--- src/pkg/gpio_port_map.vh ---
`ifndef GPIO_PORT_MAP_VH
`define GPIO_PORT_MAP_VH
`define ADDR_PORT      4'h0
`define ADDR_DIR       4'h1
`define ADDR_ANALOG_SELECT_LOW     4'h2
`define ADDR_PULLUP    4'h3
`define ADDR_IOC       4'h4
`define ADDR_CTRL      4'h5
`define RST_DIR        6'h3f
`define RST_ANALOG_SELECT_LOW      8'hff
`define RST_PULLUP     6'h37
`define RST_IOC        6'h00
`define PIN_MASK       6'h37
`define XTAL_DIR_MASK  6'h30
`define BIT_INONLY     3
`define CTRL_FLAG      0
`define CTRL_PUDIS     1
`define CTRL_GIE       2
`define RST_LATCH      6'h00
`define RST_LAST       6'h00
`define RST_PUDIS      1'b1
`define RST_GIE        1'b0
`define RST_FLAG       1'b0
`define RST_RDATA      8'h00
`define INONLY_ONEHOT  6'h08
`define ZERO6          6'h00
`endif

--- src/rtl/gpio_port.v ---
`timescale 1ns/1ps
`default_nettype none
`include "gpio_port_map.vh"

// ------------------------------------------------
// One port pin: drive, pull-up, read, compare
// ------------------------------------------------
module pin_slice
#(
  parameter HAS_PULLUP = 1
)
(
  input  wire periph_en_i,
  input  wire periph_out_i,
  input  wire periph_oe_i,
  input  wire latch_i,
  input  wire dir_i,
  input  wire level_i,
  input  wire analog_i,
  input  wire mute_i,
  input  wire pullup_en_i,
  input  wire pullup_off_i,
  input  wire pullup_force_i,
  input  wire last_i,
  input  wire change_en_i,
  output wire pin_o,
  output wire pin_oe_o,
  output wire pullup_o,
  output wire digital_o,
  output wire mismatch_o
);

wire own_pin;
wire pullup_sel;

// Peripheral owns both value and enable
assign own_pin    = ~periph_en_i;
assign pin_o      = own_pin ? latch_i : periph_out_i;
assign pin_oe_o   = own_pin ? ~dir_i : periph_oe_i;
// Analog select only gates the input side
assign digital_o  = level_i & ~analog_i & ~mute_i;
assign pullup_sel = pullup_en_i & dir_i & ~pullup_off_i;
// Pin without a pull-up bit follows its reset use
assign pullup_o   = (HAS_PULLUP != 0) ? pullup_sel : pullup_force_i;
assign mismatch_o = (digital_o ^ last_i) & change_en_i;
endmodule // pin_slice

module gpio_port
(
  input  wire        clk_i,
  input  wire        rst_i,
  input  wire        por_i,
  input  wire [3:0]  addr_i,
  input  wire [7:0]  wdata_i,
  input  wire        wr_i,
  input  wire        rd_i,
  output reg  [7:0]  rdata_o,
  input  wire [5:0]  pin_i,
  output wire [5:0]  pin_o,
  output wire [5:0]  pin_oe_o,
  output wire [5:0]  pullup_o,
  input  wire [5:0]  periph_en_i,
  input  wire [5:0]  periph_out_i,
  input  wire [5:0]  periph_oe_i,
  input  wire        ext_reset_pin_enable_i,
  input  wire        crystal_mode_i,
  output wire        change_irq_o,
  output wire        wake_o
);

// ------------------------------------------------
// Registers
// ------------------------------------------------
reg [5:0] sync1_reg;
reg [5:0] sync2_reg;
reg [5:0] latch_reg;
reg [5:0] dir_reg;
reg [7:0] analog_select_low_reg;
reg [5:0] pullup_reg;
reg [5:0] ioc_reg;
reg       pudis_reg;
reg       gie_reg;
reg       flag_reg;
reg [5:0] last_reg;
wire [5:0] dir_eff;
wire [5:0] digital_in;
wire [5:0] mismatch;
wire       port_acc;
wire [5:0] mute;
wire [5:0] pullup_force;
wire [5:0] pullup_en;
wire       wr_port;
wire       wr_dir;
wire       wr_analog_select_low;
wire       wr_pullup;
wire       wr_ioc;
wire       wr_ctrl;
reg  [7:0] rdata_next;

// No reset here: a pin reset must not fake a mismatch
always @(posedge clk_i)
begin
  sync1_reg <= pin_i;
  sync2_reg <= sync1_reg;
end

// ------------------------------------------------
// Pin control
// ------------------------------------------------
assign dir_eff = (dir_reg | `INONLY_ONEHOT)
                 | (crystal_mode_i ? `XTAL_DIR_MASK : `ZERO6);
// Pin 3 reads 0 and is pulled up while it serves as reset
assign mute         = ext_reset_pin_enable_i ? `INONLY_ONEHOT : `ZERO6;
assign pullup_force = mute;
assign pullup_en    = pullup_reg & `PIN_MASK;
assign port_acc     = (rd_i | wr_i) && (addr_i == `ADDR_PORT);
assign change_irq_o = flag_reg & gie_reg;
assign wake_o       = flag_reg;

// ------------------------------------------------
// Pin slices; analog select bits 5:0 map to pins
// ------------------------------------------------
pin_slice
#(
  .HAS_PULLUP     (1)
)
i_pin_slice_0
(
  .periph_en_i    (periph_en_i[0]),
  .periph_out_i   (periph_out_i[0]),
  .periph_oe_i    (periph_oe_i[0]),
  .latch_i        (latch_reg[0]),
  .dir_i          (dir_eff[0]),
  .level_i        (sync2_reg[0]),
  .analog_i       (analog_select_low_reg[0]),
  .mute_i         (mute[0]),
  .pullup_en_i    (pullup_en[0]),
  .pullup_off_i   (pudis_reg),
  .pullup_force_i (pullup_force[0]),
  .last_i         (last_reg[0]),
  .change_en_i    (ioc_reg[0]),
  .pin_o          (pin_o[0]),
  .pin_oe_o       (pin_oe_o[0]),
  .pullup_o       (pullup_o[0]),
  .digital_o      (digital_in[0]),
  .mismatch_o     (mismatch[0])
);

pin_slice
#(
  .HAS_PULLUP     (1)
)
i_pin_slice_1
(
  .periph_en_i    (periph_en_i[1]),
  .periph_out_i   (periph_out_i[1]),
  .periph_oe_i    (periph_oe_i[1]),
  .latch_i        (latch_reg[1]),
  .dir_i          (dir_eff[1]),
  .level_i        (sync2_reg[1]),
  .analog_i       (analog_select_low_reg[1]),
  .mute_i         (mute[1]),
  .pullup_en_i    (pullup_en[1]),
  .pullup_off_i   (pudis_reg),
  .pullup_force_i (pullup_force[1]),
  .last_i         (last_reg[1]),
  .change_en_i    (ioc_reg[1]),
  .pin_o          (pin_o[1]),
  .pin_oe_o       (pin_oe_o[1]),
  .pullup_o       (pullup_o[1]),
  .digital_o      (digital_in[1]),
  .mismatch_o     (mismatch[1])
);

pin_slice
#(
  .HAS_PULLUP     (1)
)
i_pin_slice_2
(
  .periph_en_i    (periph_en_i[2]),
  .periph_out_i   (periph_out_i[2]),
  .periph_oe_i    (periph_oe_i[2]),
  .latch_i        (latch_reg[2]),
  .dir_i          (dir_eff[2]),
  .level_i        (sync2_reg[2]),
  .analog_i       (analog_select_low_reg[2]),
  .mute_i         (mute[2]),
  .pullup_en_i    (pullup_en[2]),
  .pullup_off_i   (pudis_reg),
  .pullup_force_i (pullup_force[2]),
  .last_i         (last_reg[2]),
  .change_en_i    (ioc_reg[2]),
  .pin_o          (pin_o[2]),
  .pin_oe_o       (pin_oe_o[2]),
  .pullup_o       (pullup_o[2]),
  .digital_o      (digital_in[2]),
  .mismatch_o     (mismatch[2])
);

// Input-only pin: no pull-up bit, never driven by the latch
pin_slice
#(
  .HAS_PULLUP     (0)
)
i_pin_slice_3
(
  .periph_en_i    (periph_en_i[3]),
  .periph_out_i   (periph_out_i[3]),
  .periph_oe_i    (periph_oe_i[3]),
  .latch_i        (latch_reg[3]),
  .dir_i          (dir_eff[3]),
  .level_i        (sync2_reg[3]),
  .analog_i       (analog_select_low_reg[3]),
  .mute_i         (mute[3]),
  .pullup_en_i    (pullup_en[3]),
  .pullup_off_i   (pudis_reg),
  .pullup_force_i (pullup_force[3]),
  .last_i         (last_reg[3]),
  .change_en_i    (ioc_reg[3]),
  .pin_o          (pin_o[3]),
  .pin_oe_o       (pin_oe_o[3]),
  .pullup_o       (pullup_o[3]),
  .digital_o      (digital_in[3]),
  .mismatch_o     (mismatch[3])
);

pin_slice
#(
  .HAS_PULLUP     (1)
)
i_pin_slice_4
(
  .periph_en_i    (periph_en_i[4]),
  .periph_out_i   (periph_out_i[4]),
  .periph_oe_i    (periph_oe_i[4]),
  .latch_i        (latch_reg[4]),
  .dir_i          (dir_eff[4]),
  .level_i        (sync2_reg[4]),
  .analog_i       (analog_select_low_reg[4]),
  .mute_i         (mute[4]),
  .pullup_en_i    (pullup_en[4]),
  .pullup_off_i   (pudis_reg),
  .pullup_force_i (pullup_force[4]),
  .last_i         (last_reg[4]),
  .change_en_i    (ioc_reg[4]),
  .pin_o          (pin_o[4]),
  .pin_oe_o       (pin_oe_o[4]),
  .pullup_o       (pullup_o[4]),
  .digital_o      (digital_in[4]),
  .mismatch_o     (mismatch[4])
);

pin_slice
#(
  .HAS_PULLUP     (1)
)
i_pin_slice_5
(
  .periph_en_i    (periph_en_i[5]),
  .periph_out_i   (periph_out_i[5]),
  .periph_oe_i    (periph_oe_i[5]),
  .latch_i        (latch_reg[5]),
  .dir_i          (dir_eff[5]),
  .level_i        (sync2_reg[5]),
  .analog_i       (analog_select_low_reg[5]),
  .mute_i         (mute[5]),
  .pullup_en_i    (pullup_en[5]),
  .pullup_off_i   (pudis_reg),
  .pullup_force_i (pullup_force[5]),
  .last_i         (last_reg[5]),
  .change_en_i    (ioc_reg[5]),
  .pin_o          (pin_o[5]),
  .pin_oe_o       (pin_oe_o[5]),
  .pullup_o       (pullup_o[5]),
  .digital_o      (digital_in[5]),
  .mismatch_o     (mismatch[5])
);

// ------------------------------------------------
// Write decode
// ------------------------------------------------
assign wr_port   = wr_i && (addr_i == `ADDR_PORT);
assign wr_dir    = wr_i && (addr_i == `ADDR_DIR);
assign wr_analog_select_low  = wr_i && (addr_i == `ADDR_ANALOG_SELECT_LOW);
assign wr_pullup = wr_i && (addr_i == `ADDR_PULLUP);
assign wr_ioc    = wr_i && (addr_i == `ADDR_IOC);
assign wr_ctrl   = wr_i && (addr_i == `ADDR_CTRL);

// ------------------------------------------------
// Config registers, power-on reset only
// ------------------------------------------------
always @(posedge clk_i or posedge por_i)
begin
  if (por_i)
  begin
    dir_reg    <= `RST_DIR;
    analog_select_low_reg  <= `RST_ANALOG_SELECT_LOW;
    pullup_reg <= `RST_PULLUP;
    ioc_reg    <= `RST_IOC;
    pudis_reg  <= `RST_PUDIS;
    gie_reg    <= `RST_GIE;
    latch_reg  <= `RST_LATCH;
    last_reg   <= `RST_LAST;
  end
  else
  begin
    // Last-read latch ignores rst_i so a mismatch survives
    if (port_acc)
      last_reg <= digital_in;
    // The whole byte is the modify step; the latch is the store
    if (wr_port)
      latch_reg  <= wdata_i[5:0];
    if (wr_dir)
      dir_reg    <= wdata_i[5:0];
    if (wr_analog_select_low)
      analog_select_low_reg  <= wdata_i;
    if (wr_pullup)
      pullup_reg <= wdata_i[5:0] & `PIN_MASK;
    if (wr_ioc)
      ioc_reg    <= wdata_i[5:0];
    if (wr_ctrl)
    begin
      pudis_reg <= wdata_i[`CTRL_PUDIS];
      gie_reg   <= wdata_i[`CTRL_GIE];
    end
  end
end

// ------------------------------------------------
// Change flag and read data
// ------------------------------------------------
always @(posedge clk_i or posedge rst_i)
begin
  if (rst_i)
  begin
    flag_reg <= `RST_FLAG;
    rdata_o  <= `RST_RDATA;
  end
  else
  begin
    // Set beats a software clear; a port access blocks the set
    if (|mismatch && !port_acc)
      flag_reg <= 1'b1;
    else if (wr_ctrl && !wdata_i[`CTRL_FLAG])
      flag_reg <= 1'b0;
    rdata_o <= rdata_next;
  end
end

// ------------------------------------------------
// Read multiplexer
// ------------------------------------------------
// Idle cycles return zero so stale data never lingers
always @*
begin
  rdata_next = `RST_RDATA;
  if (rd_i)
  begin
    case (addr_i)
      `ADDR_PORT:   rdata_next = {2'b00, digital_in};
      `ADDR_DIR:    rdata_next = {2'b00, dir_eff};
      `ADDR_ANALOG_SELECT_LOW:  rdata_next = analog_select_low_reg;
      `ADDR_PULLUP: rdata_next = {2'b00, pullup_reg};
      `ADDR_IOC:    rdata_next = {2'b00, ioc_reg};
      `ADDR_CTRL:   rdata_next = {5'h00, gie_reg, pudis_reg, flag_reg};
      default:      rdata_next = `RST_RDATA;
    endcase
  end
end
endmodule // gpio_port
`default_nettype wire

--- config.mk ---
export PLATFORM = sky130hd
export DESIGN_NAME = gpio_port
export DESIGN_NICKNAME = d
export VERILOG_FILES = /design/src/rtl/gpio_port.v
export VERILOG_INCLUDE_DIRS = /design/src /design/src/pkg
export SDC_FILE = /design/constraint.sdc
export NUM_CORES = 1
export LEC_CHECK = 0
export BUFFER_PORTS_ARGS = -buffer_cell sky130_fd_sc_hd__buf_4
export CAP_MARGIN = 25
export CORE_ASPECT_RATIO = 0.7
export CORE_MARGIN = 10
export CORE_UTILIZATION = 50
export DETAILED_ROUTE_END_ITERATION = 6
export PLACE_DENSITY = 0.84
export SYNTH_ARGS = -nofsm -noshare
export SYNTH_HDL_FRONTEND = slang
export SYNTH_SLANG_ARGS = --single-unit
--- constraint.sdc ---
create_clock -name clk_i -period 2.4 [get_ports clk_i]
set_clock_uncertainty 0.05 [all_clocks]
set_input_delay 0 -clock clk_i [delete_from_list [all_inputs] [get_ports clk_i]]
set_output_delay 0 -clock clk_i [all_outputs]
set_load 0.03 [all_outputs]
* After elaboration in Yosys (flattened, before gate mapping)
Cells that the tools add are included.
Operators by class: reduce and logical (&&, ||, !) cells 14, bitwise operators 56, mux-type cells 18, equal/unequal tests 5
Operator list (number):
- $pmux 8 s6 | 1
- $and 1x1->1 | 29
- $not 1->1 | 17
- $mux 1 | 14
- $logic_and 1x1->1 | 9
- $eq 4x2->1 const B | 2
- $eq 4x3->1 const B | 2
- $mux 8 | 1
- $mux 6 | 1
- $or 6x6->6 | 1
- $reduce_or 6->1 | 1
- $xor 1x1->1 | 6
- $eq 4x1->1 const B | 1
- $logic_not 4->1 | 1
- $mux 4 | 1
- $logic_not 1->1 | 2
- $not 1->1 const A | 2
- $reduce_bool 2->1 | 1
- $or 1x1->1 | 1
Storage, ports and cells: output and inout port bits 28, input port bits 43, flip-flop bits (word level) 60, logic and storage cells 105

* Longest topological paths before layout
word-level depth 8, gate-level depth with buffers 6, depth with buffers taken out 4

* Modules after synthesis
A second synthesis with hierarchy kept.
Second synthesis, totals: cells, all modules 219, area total of the unflattened synthesis 2889.0 um2
Modules (own cells, without submodules):
- gpio_port | sequential area each 1440.1 um2, times used 1, area each 2491.1 um2, cells each 166
- pin_slice (i_pin_slice_0 ...) | sequential area each 0.0 um2, times used 5, area each 66.3 um2, cells each 9
- pin_slice (i_pin_slice_3) | sequential area each 0.0 um2, times used 1, area each 66.3 um2, cells each 8

* Worst setup path after synthesis
No wires, ideal clock.
path kind register -> register, start point register dir_reg[4], end point register rdata_o[4], library setup time 0.125 ns, stages on the path, launching flop included 5, path buffers 0, arrival 1.206 ns, setup slack 1.018 ns, data required time 2.225 ns, period minus slack after synthesis 1.382 ns, cells stage by stage dfstp_2 -> or2_1 -> mux4_2 -> a21oi_1 -> nor2_1
On the way: word-level cells in the longest chain between the ends 3
RTL lines:
- start, declared | line gpio_port.v:77 | reg [5:0] dir_reg;
- start signal, assigned | line gpio_port.v:297 | dir_reg <= `RST_DIR;
- start signal, assigned | line gpio_port.v:315 | dir_reg <= wdata_i[5:0];
- $or 6x6->6 | line gpio_port.v:110 | assign dir_eff = (dir_reg | `INONLY_ONEHOT)
- $pmux 8 s6 | line gpio_port.v:360 | case (addr_i)
- $mux 8 | line gpio_port.v:358 | if (rd_i)
- named net rdata_next[4] | line gpio_port.v:98 | reg [7:0] rdata_next;
- end signal, assigned | line gpio_port.v:338 | rdata_o <= `RST_RDATA;
- end signal, assigned | line gpio_port.v:347 | rdata_o <= rdata_next;
- end, declared | line gpio_port.v:57 | output reg [7:0] rdata_o,
The timed path passes the listed nets, and every way through them passes these cells. A chain may end at the register's enable or synchronous reset.

* Final worst setup path
start point input port addr_i[1], end point register latch_reg[4]
On the way: word-level cells in the longest chain between the ends 2
RTL lines:
- start, declared | line gpio_port.v:53 | input wire [3:0] addr_i,
- $logic_not 4->1
- $logic_and 1x1->1 | line gpio_port.v:283 | assign wr_port = wr_i && (addr_i == `ADDR_PORT);
- end signal, assigned | line gpio_port.v:303 | latch_reg <= `RST_LATCH;
- end signal, assigned | line gpio_port.v:313 | latch_reg <= wdata_i[5:0];
- end, declared | line gpio_port.v:76 | reg [5:0] latch_reg;
No other way between the ends.

==> results by stage <==
Setup path:
- The largest incremental delay on the critical path is 0.54 ns.
- The number of cells on the critical path is 5.
- The largest fanout on the critical path is 11.
- In this run the worst setup path begins at addr_i[1].
- Data on the critical path arrives at its endpoint at between 1.5 and 2 ns.
- The count of cells along the worst register-to-register path is 4.
- The slowest stage of the critical path belongs to the cell dlygate4sd3_1.
- In this design, the largest share of critical-path delay is due to buffers and inverters.
- At the worst endpoint, the required time is 2.57 ns.
- The critical path contains buffers and inverters numbering 2 combined.
- The worst setup path is launched from a primary input.
- The reg-to-reg critical path endpoint is wake_o.
- The critical register-to-register path startpoint is analog_select_low_reg[3].
- The worst register-to-register path has a setup slack of 0.88 ns.
- The signal on the critical path passes through dlygate4sd3_1 > buf_4 > nor2_4 > nand3_1 > mux2_2.
- STA classifies the critical path endpoint as a register.
- The setup path with the least slack is of type in2reg.

Logic synthesis:
- The number of distinct library cells after synthesis is 41.
- The synthesized net count is approximately 280.
- The Yosys step of the flow raised 0 warnings.
- The share of the yosys chip area belonging to registers is 51.0%.
- The area of the mapped netlist is 2820 µm².
- Averaged over all synthesized cells, the footprint is between 10 and 15 µm².
- Synthesis inferred 59 register bits.
- The gate count after technology mapping is 232.

Placement:
- The wire-length estimate of the detail-placed layout is 5120 µm.
- Summing all placed instances gives a cell area of 3250 µm².
- OpenSTA, run right after detailed placement, puts the worst setup slack at 0.929 ns.
- In this run the tool buffered the top-level ports with 70 buffer cells.
- The final estimated routing congestion in global placement is 0.805.

Clock network:
- The number of instances resized during post-cts repair is 0.
- In this run, CTS created clock tree buffers numbering 9.
- The tree is rooted in a clkbuf_8.
- Clock latency on the worst-skew pair, taken at its later pin, is about 0.34 ns.
- The clock passes through at most 2 buffers.
- The number of clock sinks is 59.
- Buffers inserted to repair hold after CTS numbered 20.
- TritonCTS built the clock tree.
- The buffers inserted during post-CTS setup optimization is 0.
- The H-tree depth reported by CTS is 3.
- Clock-pin slew was measured on the worst setup and hold paths at 0.06 ns.

Routing:
- After the first detailed-routing iteration, the DRC count stood at 126.
- The detailed-route wire length is 7030 µm.
- Dividing the detail-routed via count by the number of cells gives 5.44.
- For this run, design rule violations remaining after detail routing come to 0.
- Dividing the detail-routed wire length by the instance count gives 18.2 µm.
- The residual antenna-violating net count after detailed routing is 0.
- The detailed-routing iteration count for the pre-antenna-repair pass is 4.
- The total vias in the final route is 2,101.

STA:
- The post-route setup TNS is 0 ns.
- The worst slew margin relative to its limit is 59.0%.
- The number of pins exceeding their max-slew limit in the final report is 0.
- The post-layout minimum cycle time is 1.56 ns.
- The setup violation total in the final timing report is 0.
- Derived from the worst setup path, the maximum achievable clock frequency is ~0.64 GHz.
- The worst path meets setup with 0.843 ns of slack.
- Setup repair after global routing left no endpoint under its margin.
- The part of the cycle the worst path needs is 64.9%.
- The total count of hold-check failures in the final report is 0.
- The slew at the pin closest to its max-slew limit is 0.613 ns.

Floorplanning:
- The floorplan step set the die height to around 83 µm.
- Pin placement for this block handled approximately 70 I/O pins.
- The die boundary width is 110 µm.
- Row generation in the floorplan step produced 22 rows.
- The core region is 5370 µm².
- Once the floorplan was initialized, standard cells occupied 52.6% of the core.
- The area of the die is roughly 9000 µm².

Cells and area:
- The number of fill cells is 416.
- The finished layout cell area is 3640 µm².
- The core utilization of the finished layout is 67.9%.
- Of the cells placed in the final design, the portion with a size suffix greater than 1 is about half.
- The synthesis-to-layout area growth is 29.1%.
- The count of antenna diodes in the layout is 0.
- After the last flow step, the layout net total stands at 352.

Power:
- Total power for the finished layout comes to 2.86 mW.
- The power density of the placed cells is roughly 800 nW/µm².
- Cell internal power was estimated by the tool at 2.05 mW.
- The leakage power of the design is 1.64 nW.
- Combinational cells account for 23.5% of the total power.
- The net switching power is 0.810 mW.
- The switching share of power is 28.3%.
- The clock network power share is 29.7%.
- The maximum resistive drop on vdd is 0.000498 V.
- In this run, flip-flops and latches consume 46.8% of the power.

GRT:
- The number of antenna violations at the first check in global routing is 0.
- The maximum number of pins on one net before global-route repair is 39.
- The number of global-route vias before repair is 2,253.
- The total global-route track usage is 16.1%.
- The first global-routing pass estimated 11,600 µm of wire.
- For this run the aggregate overflow at the end of global routing stands at 0.

Worst hold path:
- The worst hold path was traced through 4 stages.
- The path with the worst hold slack has its endpoint at rdata_o[3].
- The class of the tightest hold or removal check is in2reg.
- The hold path startpoint is ext_reset_pin_enable_i.

Job:
- Across the run, the number of max-cap violations was 0.

Run status:
- The flow ran to the end, and the final reports show no timing, DRC or antenna violations.
stage by stage:
| stage | hold slack (ns) | cells |
|---|---|---|
| final | 0.0564 | 386 |
| after global placement | -0.0419 | 350 |
| after floorplan | -0.222 | 232 |
| after global routing | 0.0668 | 386 |
| after CTS | 0.0409 | 386 |
| after detailed placement | -0.0282 | 350 |
cells by family after synthesis:
kind of cell	Yosys count	share of synthesized area (%)
buffers and inverters	29	7.40
XOR/XNOR	1	0.310
AND/OR/NAND/NOR	64	13.8
multiplexers	52	21.4
flip-flops	59	51.0
AO/OA/AOI/OAI	27	6.16
worst max path at each step:
stage                               to  slack (ns)
after floorplan             rdata_o[4]        1.02
after global placement          wake_o        0.97
after detailed placement        wake_o        0.93
after CTS                   ioc_reg[5]        0.86
after global routing            wake_o        0.69
final                     latch_reg[4]        0.84
metal layers:
layer  GRT usage (%)  vias to the layer above  share of wire (%)  wire (µm)
met5               0                        -                  0          0
met1            21.3                     1032                 43       3010
met2            23.2                       90                 46       3220
met4            4.45                        0               0.80         56
met3            7.25                        6                 11        747
li1                -                      973                  -          -
power groups by stage:
| stage | clock network [mW] | registers [mW] | logic [mW] |
|---|---|---|---|
| final | 0.852 | 1.34 | 0.672 |
| after global routing | 0.917 | 1.37 | 0.734 |
| after CTS | 0.871 | 1.34 | 0.676 |
| after detailed placement | 0 | 1.36 | 0.648 |
| after global placement | 0 | 1.34 | 0.630 |
| after floorplan | 0 | 1.32 | 0.493 |
cells in the mapped netlist (all sizes together):
cell	number	area share, %
mux4	2	1.6
and4	2	0.62
buf	25	6.9
nand4	3	0.66
nand3	4	0.89
or4bb	2	0.80
o31ai	4	1.1
dfstp	19	18
o22a	1	0.31
mux2	46	18
nor2	12	2.1
nor3b	4	1.1
inv	4	0.53
nor3	3	0.93
dfxtp	12	8.5
a221oi	2	0.62
o21ai	11	1.9
a21oi	4	0.71
a31o	1	0.31
nand2b	5	1.1
and3	3	0.66
and3b	3	0.93
nand3b	1	0.27
nor2b	4	0.89
nor4b	1	0.31
nand2	14	1.9
mux2i	4	1.4
xor2	1	0.31
a31oi	1	0.22
or2	1	0.22
dfrtp	28	25
a22oi	1	0.27
o211ai	2	0.71
and2	2	0.44
worst min-delay path: stages:
cell and delay (ns):
buf_4 0.08, nor3b_1 0.07, o211ai_1 0.16, a21oi_1 0.08
final cells by class:
class,instances,area [µm²],area share (%)
sequential,59,1440,39.5
multi-input combinational,144,1170,32.2
timing repair buffer,91,733,20.1
clock buffer,15,186,5.12
tap,72,90.1,2.47
inverter,4,15.0,0.412
clock inverter,1,5.00,0.137
cells in the final DEF (no fill, tap or decap), types with 3 or more instances in the layout:
cell type	n
dlygate4sd3_1	20
a21oi_1	4
dfstp_2	19
dfxtp_1	12
inv_1	3
nand2_1	14
and3b_1	3
mux2i_1	4
nand3_1	3
nor3b_1	4
buf_4	71
dfrtp_1	28
o31ai_1	4
mux2_2	46
nor2b_1	4
nand4_1	3
nand2b_1	5
and3_1	3
nor2_1	10
o21ai_0	11
clkbuf_8	13
Note: power is estimated with default switching activity, not from simulation.
